**src/rtl/spso_consts.svh**
```systemverilog
// constants for the store, code memory and stack execution unit
`ifndef SPSO_CONSTS_SVH
`define SPSO_CONSTS_SVH
`define SPSO_CYC_STORE 2'h2
`define SPSO_CYC_STACK 2'h2
`define SPSO_CYC_CMR 2'h3
`define SPSO_CYC_SINGLE 2'h1
`define SPSO_R0_IDX 5'h00
`define SPSO_R1_IDX 5'h01
`define SPSO_PTR_X 2'h0
`define SPSO_PTR_Y 2'h1
`define SPSO_PTR_Z 2'h2
`define SPSO_ONE16 16'h0001
`endif

```
**src/rtl/spso_pkg.sv**
```systemverilog
// types shared by the store, code memory and stack execution unit
`default_nettype none
package spso_pkg;
   typedef enum logic [3:0] {
      SPSO_OP_NONE,
      SPSO_OP_ST_PLAIN,
      SPSO_OP_ST_POSTINC,
      SPSO_OP_ST_PREDEC,
      SPSO_OP_ST_DISP,
      SPSO_OP_ST_DIRECT,
      SPSO_OP_CMR,
      SPSO_OP_CMR_INC,
      SPSO_OP_CMW,
      SPSO_OP_PUSH,
      SPSO_OP_POP,
      SPSO_OP_SLEEP,
      SPSO_OP_WDR
   } spso_op_t;

   // one decoded instruction as handed in by the fetch stage
   typedef struct packed {
      spso_op_t op;
      logic [1:0] ptr_sel;
      logic [4:0] reg_idx;
      logic [5:0] disp;
      logic [15:0] addr;
   } spso_instr_t;

   // one data-space write
   typedef struct packed {
      logic en;
      logic [15:0] addr;
      logic [7:0] data;
   } spso_dwr_t;
endpackage
`default_nettype wire

```
**src/rtl/spso_exec.sv**
```systemverilog
// execution unit for stores, code memory access, stack, sleep, watchdog
`timescale 1ns/100ps
`default_nettype none
`include "spso_consts.svh"
// Operation
// - a displaced store writes the source register to Y or Z plus the unsigned offset, keeps the pointer, and takes two cycles.
// - a pre-decrement store lowers the pointer by one, writes at the new address, and takes two cycles.
// - a post-increment store writes at the pointer, then raises it by one, in two cycles, flags untouched.
// - a direct store writes the source register to the address in the instruction, in two cycles, flags untouched.
// - a code memory read loads the byte at Z into R0 or a named register, optionally increments Z, in three cycles.
// - a push places the source register on the stack in two cycles, flags untouched.
// - a pop takes the top stack byte into the destination in two cycles, flags untouched.
// - sleep issues in one cycle and hands a request to the sleep-mode logic.
// - watchdog restart completes in one cycle and pulses the watchdog restart, flags untouched.
module spso_exec (
   input wire logic sys_clk_i,
   input wire logic rst_i,
   input wire logic instr_valid_i,
   input wire spso_pkg::spso_instr_t instr_i,
   input wire logic [7:0] reg_rdata_i,
   input wire logic [7:0] r0_i,
   input wire logic [7:0] r1_i,
   input wire logic [15:0] ptr_x_i,
   input wire logic [15:0] ptr_y_i,
   input wire logic [15:0] ptr_z_i,
   input wire logic [15:0] sp_i,
   input wire logic [7:0] dmem_rdata_i,
   input wire logic [7:0] cmem_rdata_i,
   input wire logic cmem_wr_done_i,
   output logic busy_o,
   output spso_pkg::spso_dwr_t dwr_o,
   output logic dmem_rd_o,
   output logic [15:0] dmem_raddr_o,
   output logic cmem_rd_o,
   output logic cmem_wr_o,
   output logic [15:0] cmem_addr_o,
   output logic [15:0] cmem_wdata_o,
   output logic reg_we_o,
   output logic [4:0] reg_widx_o,
   output logic [7:0] reg_wdata_o,
   output logic ptr_we_o,
   output logic [1:0] ptr_widx_o,
   output logic [15:0] ptr_wdata_o,
   output logic sp_we_o,
   output logic [15:0] sp_wdata_o,
   output logic sleep_req_o,
   output logic wdt_restart_o
);
   spso_pkg::spso_instr_t cur;
   logic ctr_busy, ctr_last, start, cmw_wait, done;
   logic [1:0] ncyc;
   logic [15:0] ptr_sel, ptr_dec, ptr_inc;

   // pointer selection and arithmetic
   function automatic logic [15:0] pick_ptr(input logic [1:0] s,
      input logic [15:0] x, input logic [15:0] y, input logic [15:0] z);
      pick_ptr = (s == `SPSO_PTR_X) ? x : (s == `SPSO_PTR_Y) ? y : z;
   endfunction

   // cycle count per operation
   function automatic logic [1:0] op_cycles(input spso_pkg::spso_op_t o);
      case (o)
         spso_pkg::SPSO_OP_CMR, spso_pkg::SPSO_OP_CMR_INC:
            op_cycles = `SPSO_CYC_CMR;
         spso_pkg::SPSO_OP_PUSH, spso_pkg::SPSO_OP_POP:
            op_cycles = `SPSO_CYC_STACK;
         spso_pkg::SPSO_OP_SLEEP, spso_pkg::SPSO_OP_WDR,
         spso_pkg::SPSO_OP_CMW, spso_pkg::SPSO_OP_NONE:
            op_cycles = `SPSO_CYC_SINGLE;
         default: op_cycles = `SPSO_CYC_STORE;
      endcase
   endfunction

   assign start = instr_valid_i && !busy_o;
   assign ncyc = op_cycles(instr_i.op);
   assign ptr_sel = pick_ptr(instr_i.ptr_sel, ptr_x_i, ptr_y_i, ptr_z_i);
   assign ptr_dec = ptr_sel - `SPSO_ONE16;
   assign ptr_inc = ptr_sel + `SPSO_ONE16;
   assign done = cmw_wait && cmem_wr_done_i;

   spso_cycle_ctr #(.W(2)) u_ctr (
      .sys_clk_i(sys_clk_i),
      .rst_i(rst_i),
      .start_i(start),
      .cycles_i(ncyc),
      .busy_o(ctr_busy),
      .last_o(ctr_last)
   );

   // busy covers counted cycles and the open-ended code memory write
   always_ff @(posedge sys_clk_i) begin
      if (rst_i) begin
         busy_o <= 1'b0;
         cmw_wait <= 1'b0;
         cur <= '0;
      end else begin
         if (start) begin
            cur <= instr_i;
         end
         if (start && instr_i.op == spso_pkg::SPSO_OP_CMW) begin
            cmw_wait <= 1'b1;
         end else if (done) begin
            cmw_wait <= 1'b0;
         end
         busy_o <= (start && (ncyc != `SPSO_CYC_SINGLE ||
            instr_i.op == spso_pkg::SPSO_OP_CMW)) ||
            (ctr_busy && !ctr_last) || (cmw_wait && !done);
      end
   end

   // issue-cycle actions: memory strobes, pointer and stack updates; Z increment of a code read on its last cycle
   always_ff @(posedge sys_clk_i) begin
      if (rst_i) begin
         dwr_o <= '0;
         dmem_rd_o <= 1'b0;
         dmem_raddr_o <= '0;
         cmem_rd_o <= 1'b0;
         cmem_wr_o <= 1'b0;
         cmem_addr_o <= '0;
         cmem_wdata_o <= '0;
         ptr_we_o <= 1'b0;
         ptr_widx_o <= '0;
         ptr_wdata_o <= '0;
         sp_we_o <= 1'b0;
         sp_wdata_o <= '0;
         sleep_req_o <= 1'b0;
         wdt_restart_o <= 1'b0;
      end else begin
         dwr_o <= '0;
         dmem_rd_o <= 1'b0;
         cmem_rd_o <= 1'b0;
         cmem_wr_o <= 1'b0;
         ptr_we_o <= 1'b0;
         sp_we_o <= 1'b0;
         sleep_req_o <= 1'b0;
         wdt_restart_o <= 1'b0;
         ptr_widx_o <= instr_i.ptr_sel;
         if (start) begin
            case (instr_i.op)
               spso_pkg::SPSO_OP_ST_PLAIN:
                  dwr_o <= '{1'b1, ptr_sel, reg_rdata_i};
               spso_pkg::SPSO_OP_ST_POSTINC: begin
                  dwr_o <= '{1'b1, ptr_sel, reg_rdata_i};
                  ptr_we_o <= 1'b1;
                  ptr_wdata_o <= ptr_inc;
               end
               spso_pkg::SPSO_OP_ST_PREDEC: begin
                  dwr_o <= '{1'b1, ptr_dec, reg_rdata_i};
                  ptr_we_o <= 1'b1;
                  ptr_wdata_o <= ptr_dec;
               end
               spso_pkg::SPSO_OP_ST_DISP:
                  dwr_o <= '{1'b1, ptr_sel + {10'h000, instr_i.disp},
                     reg_rdata_i};
               spso_pkg::SPSO_OP_ST_DIRECT:
                  dwr_o <= '{1'b1, instr_i.addr, reg_rdata_i};
               spso_pkg::SPSO_OP_CMR, spso_pkg::SPSO_OP_CMR_INC: begin
                  cmem_rd_o <= 1'b1;
                  cmem_addr_o <= ptr_z_i;
               end
               spso_pkg::SPSO_OP_CMW: begin
                  cmem_wr_o <= 1'b1;
                  cmem_addr_o <= ptr_z_i;
                  cmem_wdata_o <= {r1_i, r0_i};
               end
               spso_pkg::SPSO_OP_PUSH: begin
                  dwr_o <= '{1'b1, sp_i, reg_rdata_i};
                  sp_we_o <= 1'b1;
                  sp_wdata_o <= sp_i - `SPSO_ONE16;
               end
               spso_pkg::SPSO_OP_POP: begin
                  dmem_rd_o <= 1'b1;
                  dmem_raddr_o <= sp_i + `SPSO_ONE16;
                  sp_we_o <= 1'b1;
                  sp_wdata_o <= sp_i + `SPSO_ONE16;
               end
               spso_pkg::SPSO_OP_SLEEP: sleep_req_o <= 1'b1;
               spso_pkg::SPSO_OP_WDR: wdt_restart_o <= 1'b1;
               default: dwr_o <= '0;
            endcase
         end else if (ctr_last && cur.op == spso_pkg::SPSO_OP_CMR_INC) begin
            ptr_we_o <= 1'b1;
            ptr_widx_o <= `SPSO_PTR_Z;
            ptr_wdata_o <= ptr_z_i + `SPSO_ONE16;
         end
      end
   end

   // register file write-back on the final cycle of loads
   always_ff @(posedge sys_clk_i) begin
      if (rst_i) begin
         reg_we_o <= 1'b0;
         reg_widx_o <= '0;
         reg_wdata_o <= '0;
      end else begin
         reg_we_o <= 1'b0;
         if (ctr_last && cur.op == spso_pkg::SPSO_OP_POP) begin
            reg_we_o <= 1'b1;
            reg_widx_o <= cur.reg_idx;
            reg_wdata_o <= dmem_rdata_i;
         end else if (ctr_last && (cur.op == spso_pkg::SPSO_OP_CMR ||
               cur.op == spso_pkg::SPSO_OP_CMR_INC)) begin
            reg_we_o <= 1'b1;
            reg_widx_o <= cur.reg_idx;
            reg_wdata_o <= cmem_rdata_i;
         end
      end
   end

   a_push_sp_dec: assert property (@(posedge sys_clk_i) disable iff (rst_i)
      start && instr_i.op == spso_pkg::SPSO_OP_PUSH |=>
      sp_we_o && sp_wdata_o == $past(sp_i) - `SPSO_ONE16 && dwr_o.en)
      else $error("push did not lower the stack pointer");
   a_predec_addr: assert property (@(posedge sys_clk_i) disable iff (rst_i)
      start && instr_i.op == spso_pkg::SPSO_OP_ST_PREDEC |=>
      dwr_o.addr == ptr_wdata_o && ptr_we_o)
      else $error("pre-decrement store used the wrong address");
   a_store_two_cyc: assert property (@(posedge sys_clk_i) disable iff (rst_i)
      start && instr_i.op == spso_pkg::SPSO_OP_ST_DIRECT |=>
      busy_o ##1 !busy_o)
      else $error("direct store did not take two cycles");
   a_cmr_three_cyc: assert property (@(posedge sys_clk_i) disable iff (rst_i)
      start && instr_i.op == spso_pkg::SPSO_OP_CMR |=>
      busy_o ##1 busy_o ##1 (!busy_o && reg_we_o))
      else $error("code read did not take three cycles");
   a_pop_writeback: assert property (@(posedge sys_clk_i) disable iff (rst_i)
      start && instr_i.op == spso_pkg::SPSO_OP_POP |=> dmem_rd_o ##1 reg_we_o)
      else $error("pop did not write back in two cycles");
   a_wdr_single: assert property (@(posedge sys_clk_i) disable iff (rst_i)
      start && instr_i.op == spso_pkg::SPSO_OP_WDR |=> wdt_restart_o && !busy_o)
      else $error("watchdog restart not a one-cycle pulse");
   a_sleep_single: assert property (@(posedge sys_clk_i) disable iff (rst_i)
      start && instr_i.op == spso_pkg::SPSO_OP_SLEEP |=> sleep_req_o && !busy_o)
      else $error("sleep request not issued in one cycle");
   a_postinc_ptr: assert property (@(posedge sys_clk_i) disable iff (rst_i)
      start && instr_i.op == spso_pkg::SPSO_OP_ST_POSTINC |=>
      ptr_wdata_o == dwr_o.addr + `SPSO_ONE16)
      else $error("post-increment pointer wrong");
   a_disp_keeps_ptr: assert property (@(posedge sys_clk_i) disable iff (rst_i)
      start && instr_i.op == spso_pkg::SPSO_OP_ST_DISP |=> !ptr_we_o && dwr_o.en)
      else $error("displaced store touched the pointer");
   a_cmw_holds: assert property (@(posedge sys_clk_i) disable iff (rst_i)
      cmw_wait && !cmem_wr_done_i |=> busy_o)
      else $error("code write released before done");
   a_push_two_cyc: assert property (@(posedge sys_clk_i) disable iff (rst_i)
      start && instr_i.op == spso_pkg::SPSO_OP_PUSH |=> busy_o ##1 !busy_o)
      else $error("push did not take two cycles");
endmodule
`default_nettype wire

```
**src/rtl/spso_cycle_ctr.sv**
```systemverilog
// cycle counter that stretches an instruction over its cycle count
`timescale 1ns/100ps
`default_nettype none
module spso_cycle_ctr #(
   parameter int W = 2
) (
   input wire logic sys_clk_i,
   input wire logic rst_i,
   input wire logic start_i,
   input wire logic [W-1:0] cycles_i,
   output logic busy_o,
   output logic last_o
);
   logic [W-1:0] left;
   // refuse a counter too narrow for a three-cycle instruction
   if (W < 2) begin : g_w_check
      $error("spso_cycle_ctr: W must be at least 2");
   end
   // cycles remaining after the current one
   always_ff @(posedge sys_clk_i) begin
      if (rst_i) begin
         left <= '0;
      end else if (start_i && !busy_o) begin
         left <= cycles_i - W'(1);
      end else if (left != '0) begin
         left <= left - W'(1);
      end
   end
   assign busy_o = (left != '0);
   assign last_o = (left == W'(1));
endmodule
`default_nettype wire

```
**config.mk**
```make
export PLATFORM = sky130hd
export DESIGN_NAME = spso_exec
export DESIGN_NICKNAME = d
export VERILOG_FILES = /design/src/rtl/spso_pkg.sv /design/src/rtl/spso_exec.sv /design/src/rtl/spso_cycle_ctr.sv
export VERILOG_INCLUDE_DIRS = /design/src /design/src/rtl
export SDC_FILE = /design/constraint.sdc
export NUM_CORES = 1
export LEC_CHECK = 0
export BUFFER_PORTS_ARGS = -buffer_cell sky130_fd_sc_hd__buf_2
export CAP_MARGIN = 20
export CORE_MARGIN = 3
export CORE_UTILIZATION = 40
export DETAILED_ROUTE_END_ITERATION = 10
export PLACE_DENSITY = 0.66
export SLEW_MARGIN = 10
export SYNTH_ARGS = -nofsm -noshare
export SYNTH_HDL_FRONTEND = slang
export SYNTH_SLANG_ARGS = --single-unit
```
**constraint.sdc**
```tcl
create_clock -name sys_clk_i -period 3.43 [get_ports sys_clk_i]
set_clock_uncertainty 0.2 [all_clocks]
set_input_delay 0.343 -clock sys_clk_i [delete_from_list [all_inputs] [get_ports sys_clk_i]]
set_output_delay 0.343 -clock sys_clk_i [all_outputs]
set_load 0.05 [all_outputs]
```
==> results.sh <==
export IMPL_path_class="in2reg"
export IMPL_crit_slowest_cell="a2111oi_0"
export IMPL_avgSynthCellArea_um2=8.09
export IMPL_fin_nets=1398
export IMPL_clkSinkCount=141
export IMPL_multi_input_area_um2=4630
export IMPL_grt_antenna_before_repair=1
export IMPL_finalWorstSetupSlack_ns=0.557
export IMPL_setup_tns_ns=0
export IMPL_vias=8241
export IMPL_ys_ff_latch=141
export IMPL_final_layout_size_suffix_gt1_share_pct=28.5
export IMPL_die_area_um2=21200
export IMPL_wire_per_inst_um=17.5
export IMPL_clk_pin_slew_worst_paths_ns=0.06
export IMPL_routed_wl_mm=26.6
export IMPL_pre_cts_slack_ns=0.327
export IMPL_grt_usage_pct=24.2
export IMPL_root_buffer="clkbuf_16"
export IMPL_slowest_delay_ns=0.80
export IMPL_critPathArrivalTime_ns=3.04
export IMPL_yosys_warnings=0
export IMPL_worstPathRequired_ns=3.60
export IMPL_synthFlopType="dfxtp_1"
export IMPL_die_h_um=146
export IMPL_holdWs_ns=0.0171
export IMPL_die_w_um=146
export IMPL_synth_edf_count=0
export IMPL_crit_chain="dlygate4sd3_1 > buf_2 > inv_1 > ha_1 > nor2_1 > or2_2 > a2111oi_0 > a31o_2"
export IMPL_grt_max_degree=66
export IMPL_fp_coreArea_um2=18900
export IMPL_final_common_cell="buf_2"
export IMPL_synth_cell_types=68
export IMPL_maxSlewHeadroom_pct=32.6
export IMPL_crit_family="compound AO/OA/AOI/OAI gates"
export IMPL_grt_overflow_total=0
export IMPL_synth_top_cell_by_area="dfxtp_1"
export IMPL_async_flop_share_pct=0
export IMPL_grt_pass1_wl_mm=41.6
export IMPL_finalCritPeriodShare_pct=83.8
export IMPL_cp_start_kind="input port"
export IMPL_setup_viol=0
export IMPL_max_freq_ghz=0.348
export IMPL_synthTopCellsByArea="dfxtp_1 36%, nand2_1 6.8%, mux2i_1 6.2%"
export IMPL_syn_area_um2=7790
export IMPL_syn_to_final_growth_pct=32.3
export IMPL_cts_setup_buffers=0
export IMPL_endpoint_kind="register"
export IMPL_grt_pass1_vias=7705
export IMPL_io_buffers=269
export IMPL_place_congestion=0.928
export IMPL_fin_crit_ns=2.87
export IMPL_hp_class="in2reg"
export IMPL_cts_tree="yes"
export IMPL_ant_nets=0
export IMPL_syn_inst=962
export IMPL_hpwl_mm=19.9
export IMPL_power_density_nw_per_um2=452
export IMPL_fill_cells=1852
export IMPL_dr_first_iter_drc_count=670
export IMPL_synth_seq_area_share_pct=36.3
export IMPL_drv_slew=0
export IMPL_finalHoldViolCount=0
export IMPL_routed_via_density=5.44
export IMPL_htreeDepth=4
export IMPL_status="finished clean"
export IMPL_syn_num_nets=1119
export IMPL_maxCapViolations=0
export IMPL_cts_made_buffers=17
export IMPL_crit_buf_inv=3
export IMPL_rows=50
export IMPL_cts_resized=0
export IMPL_leakagePower_nw=4.53
export IMPL_clockBufferDepth=2
export IMPL_vdd_drop_max_uv=304
export IMPL_tightestPinTransition_ns=1.01
export IMPL_io_pins=270
export IMPL_critPathMaxFanout=19
export IMPL_start_util_pct=41.2
export IMPL_synth_top_cell_area_share_pct=36.3
export IMPL_cts_hold_buf=30
export IMPL_final_cell_mix="268 x buf_2, 142 x nand2_1, 141 x dfxtp_1, 92 x nor2_1, 60 x a21oi_1"
export IMPL_rsz0062_at_grt="no"
export IMPL_register_area_um2=2820
export IMPL_insertion_delay_ns=0.42
export IMPL_drc=0
export IMPL_dr_pass1_iters=6
==> logic make-up after synthesis <==
kind of cell / share of synthesized area (%)
compound gates: 19.8
mux: 7.13
xor+xnor: 7.99
simple gates: 21.9
fa+ha+maj: 2.57
flops: 36.3
buf+inv: 4.39
==> registers in the layout, summed over array words and instances, names as in the netlist, 2 cells and up <==
signal / count
reg_wdata_o: 8
ptr_widx_o: 2
reg_widx_o: 5
cmem_addr_o: 16
dwr_o: 25
cmem_wdata_o: 16
u_ctr.left: 2
ptr_wdata_o: 16
sp_wdata_o: 16
cur: 9
dmem_raddr_o: 16
==> power breakdown <==
group          internal (mW)  switching [mW]  total (mW)  leakage [nW]
logic                  0.355           0.642       0.996          3.09
clock network           1.16           0.762        1.92         0.295
registers               1.71          0.0360        1.74          1.14
==> final cells by class <==
type,instances,share of cell area [%]
Clock inverter,15,1.80
Clock buffer,17,4.13
Inverter,15,0.546
Tap cell,260,3.16
Antenna cell,1,0.0243
Multi-Input combinational cell,739,44.9
Sequential cell,141,27.4
Timing Repair Buffer,327,18.0
==> per-layer routing <==
layer  track usage [%]  vias to the layer above  share of wire (%)
met5                 0                        -                  0
met2              39.9                      381                 47
li1                  -                     3991                  -
met4              8.26                        0                3.0
met3              4.58                       60                7.1
met1              31.9                     3809                 43
==> synth_stat cells (5+ instances only) <==
cell type,number
nor2b_1,5
xor2_1,29
clkbuf_1,58
nand4_1,7
o211ai_1,6
and3_1,15
dfxtp_1,141
xnor2_1,42
nand3_1,27
o22ai_1,9
o21ai_1,7
or3_1,6
a22o_1,5
nor4_1,9
a211oi_1,33
o21ai_0,36
a22oi_1,7
and2_1,19
o21ai_2,5
inv_1,14
mux2i_1,48
nor3_1,19
a21oi_1,61
ha_1,16
nor2_1,93
nand2b_1,5
o21a_1,7
a31oi_1,14
nand2_1,142
a222oi_1,9
==> worst paths after layout <==
check                           slack, ns             end  cells past startpoint      startpoint
worst max register to register       0.91  ptr_wdata_o[6]                      8          busy_o
worst min-delay path                 0.02        cmw_wait                      3  cmem_wr_done_i
worst min register to register       0.25  sp_wdata_o[11]                      2  sp_wdata_o[11]
worst max-delay path                 0.56  sp_wdata_o[15]                      8     instr_i[30]
==> worst min-delay path, cell delays in order <==
cell      delay [ns]
buf_2           0.08
nand2b_1        0.09
a21oi_1         0.07
==> through the flow <==
stage / instances / area (um^2) / util (%) / total power [mW]
3_3_place_gp: 1452 / 9390 / 49.7 / 2.72
2_1_floorplan: 962 / 7790 / - / 2.42
3_5_place_dp: 1452 / 9390 / 49.7 / 2.73
4_1_cts: 1514 / 10300 / 54.5 / 4.68
6_report: 1515 / 10300 / 54.5 / 4.65
5_1_grt: 1515 / 10300 / 54.5 / 4.87
Power figures use the tool's default switching activity.
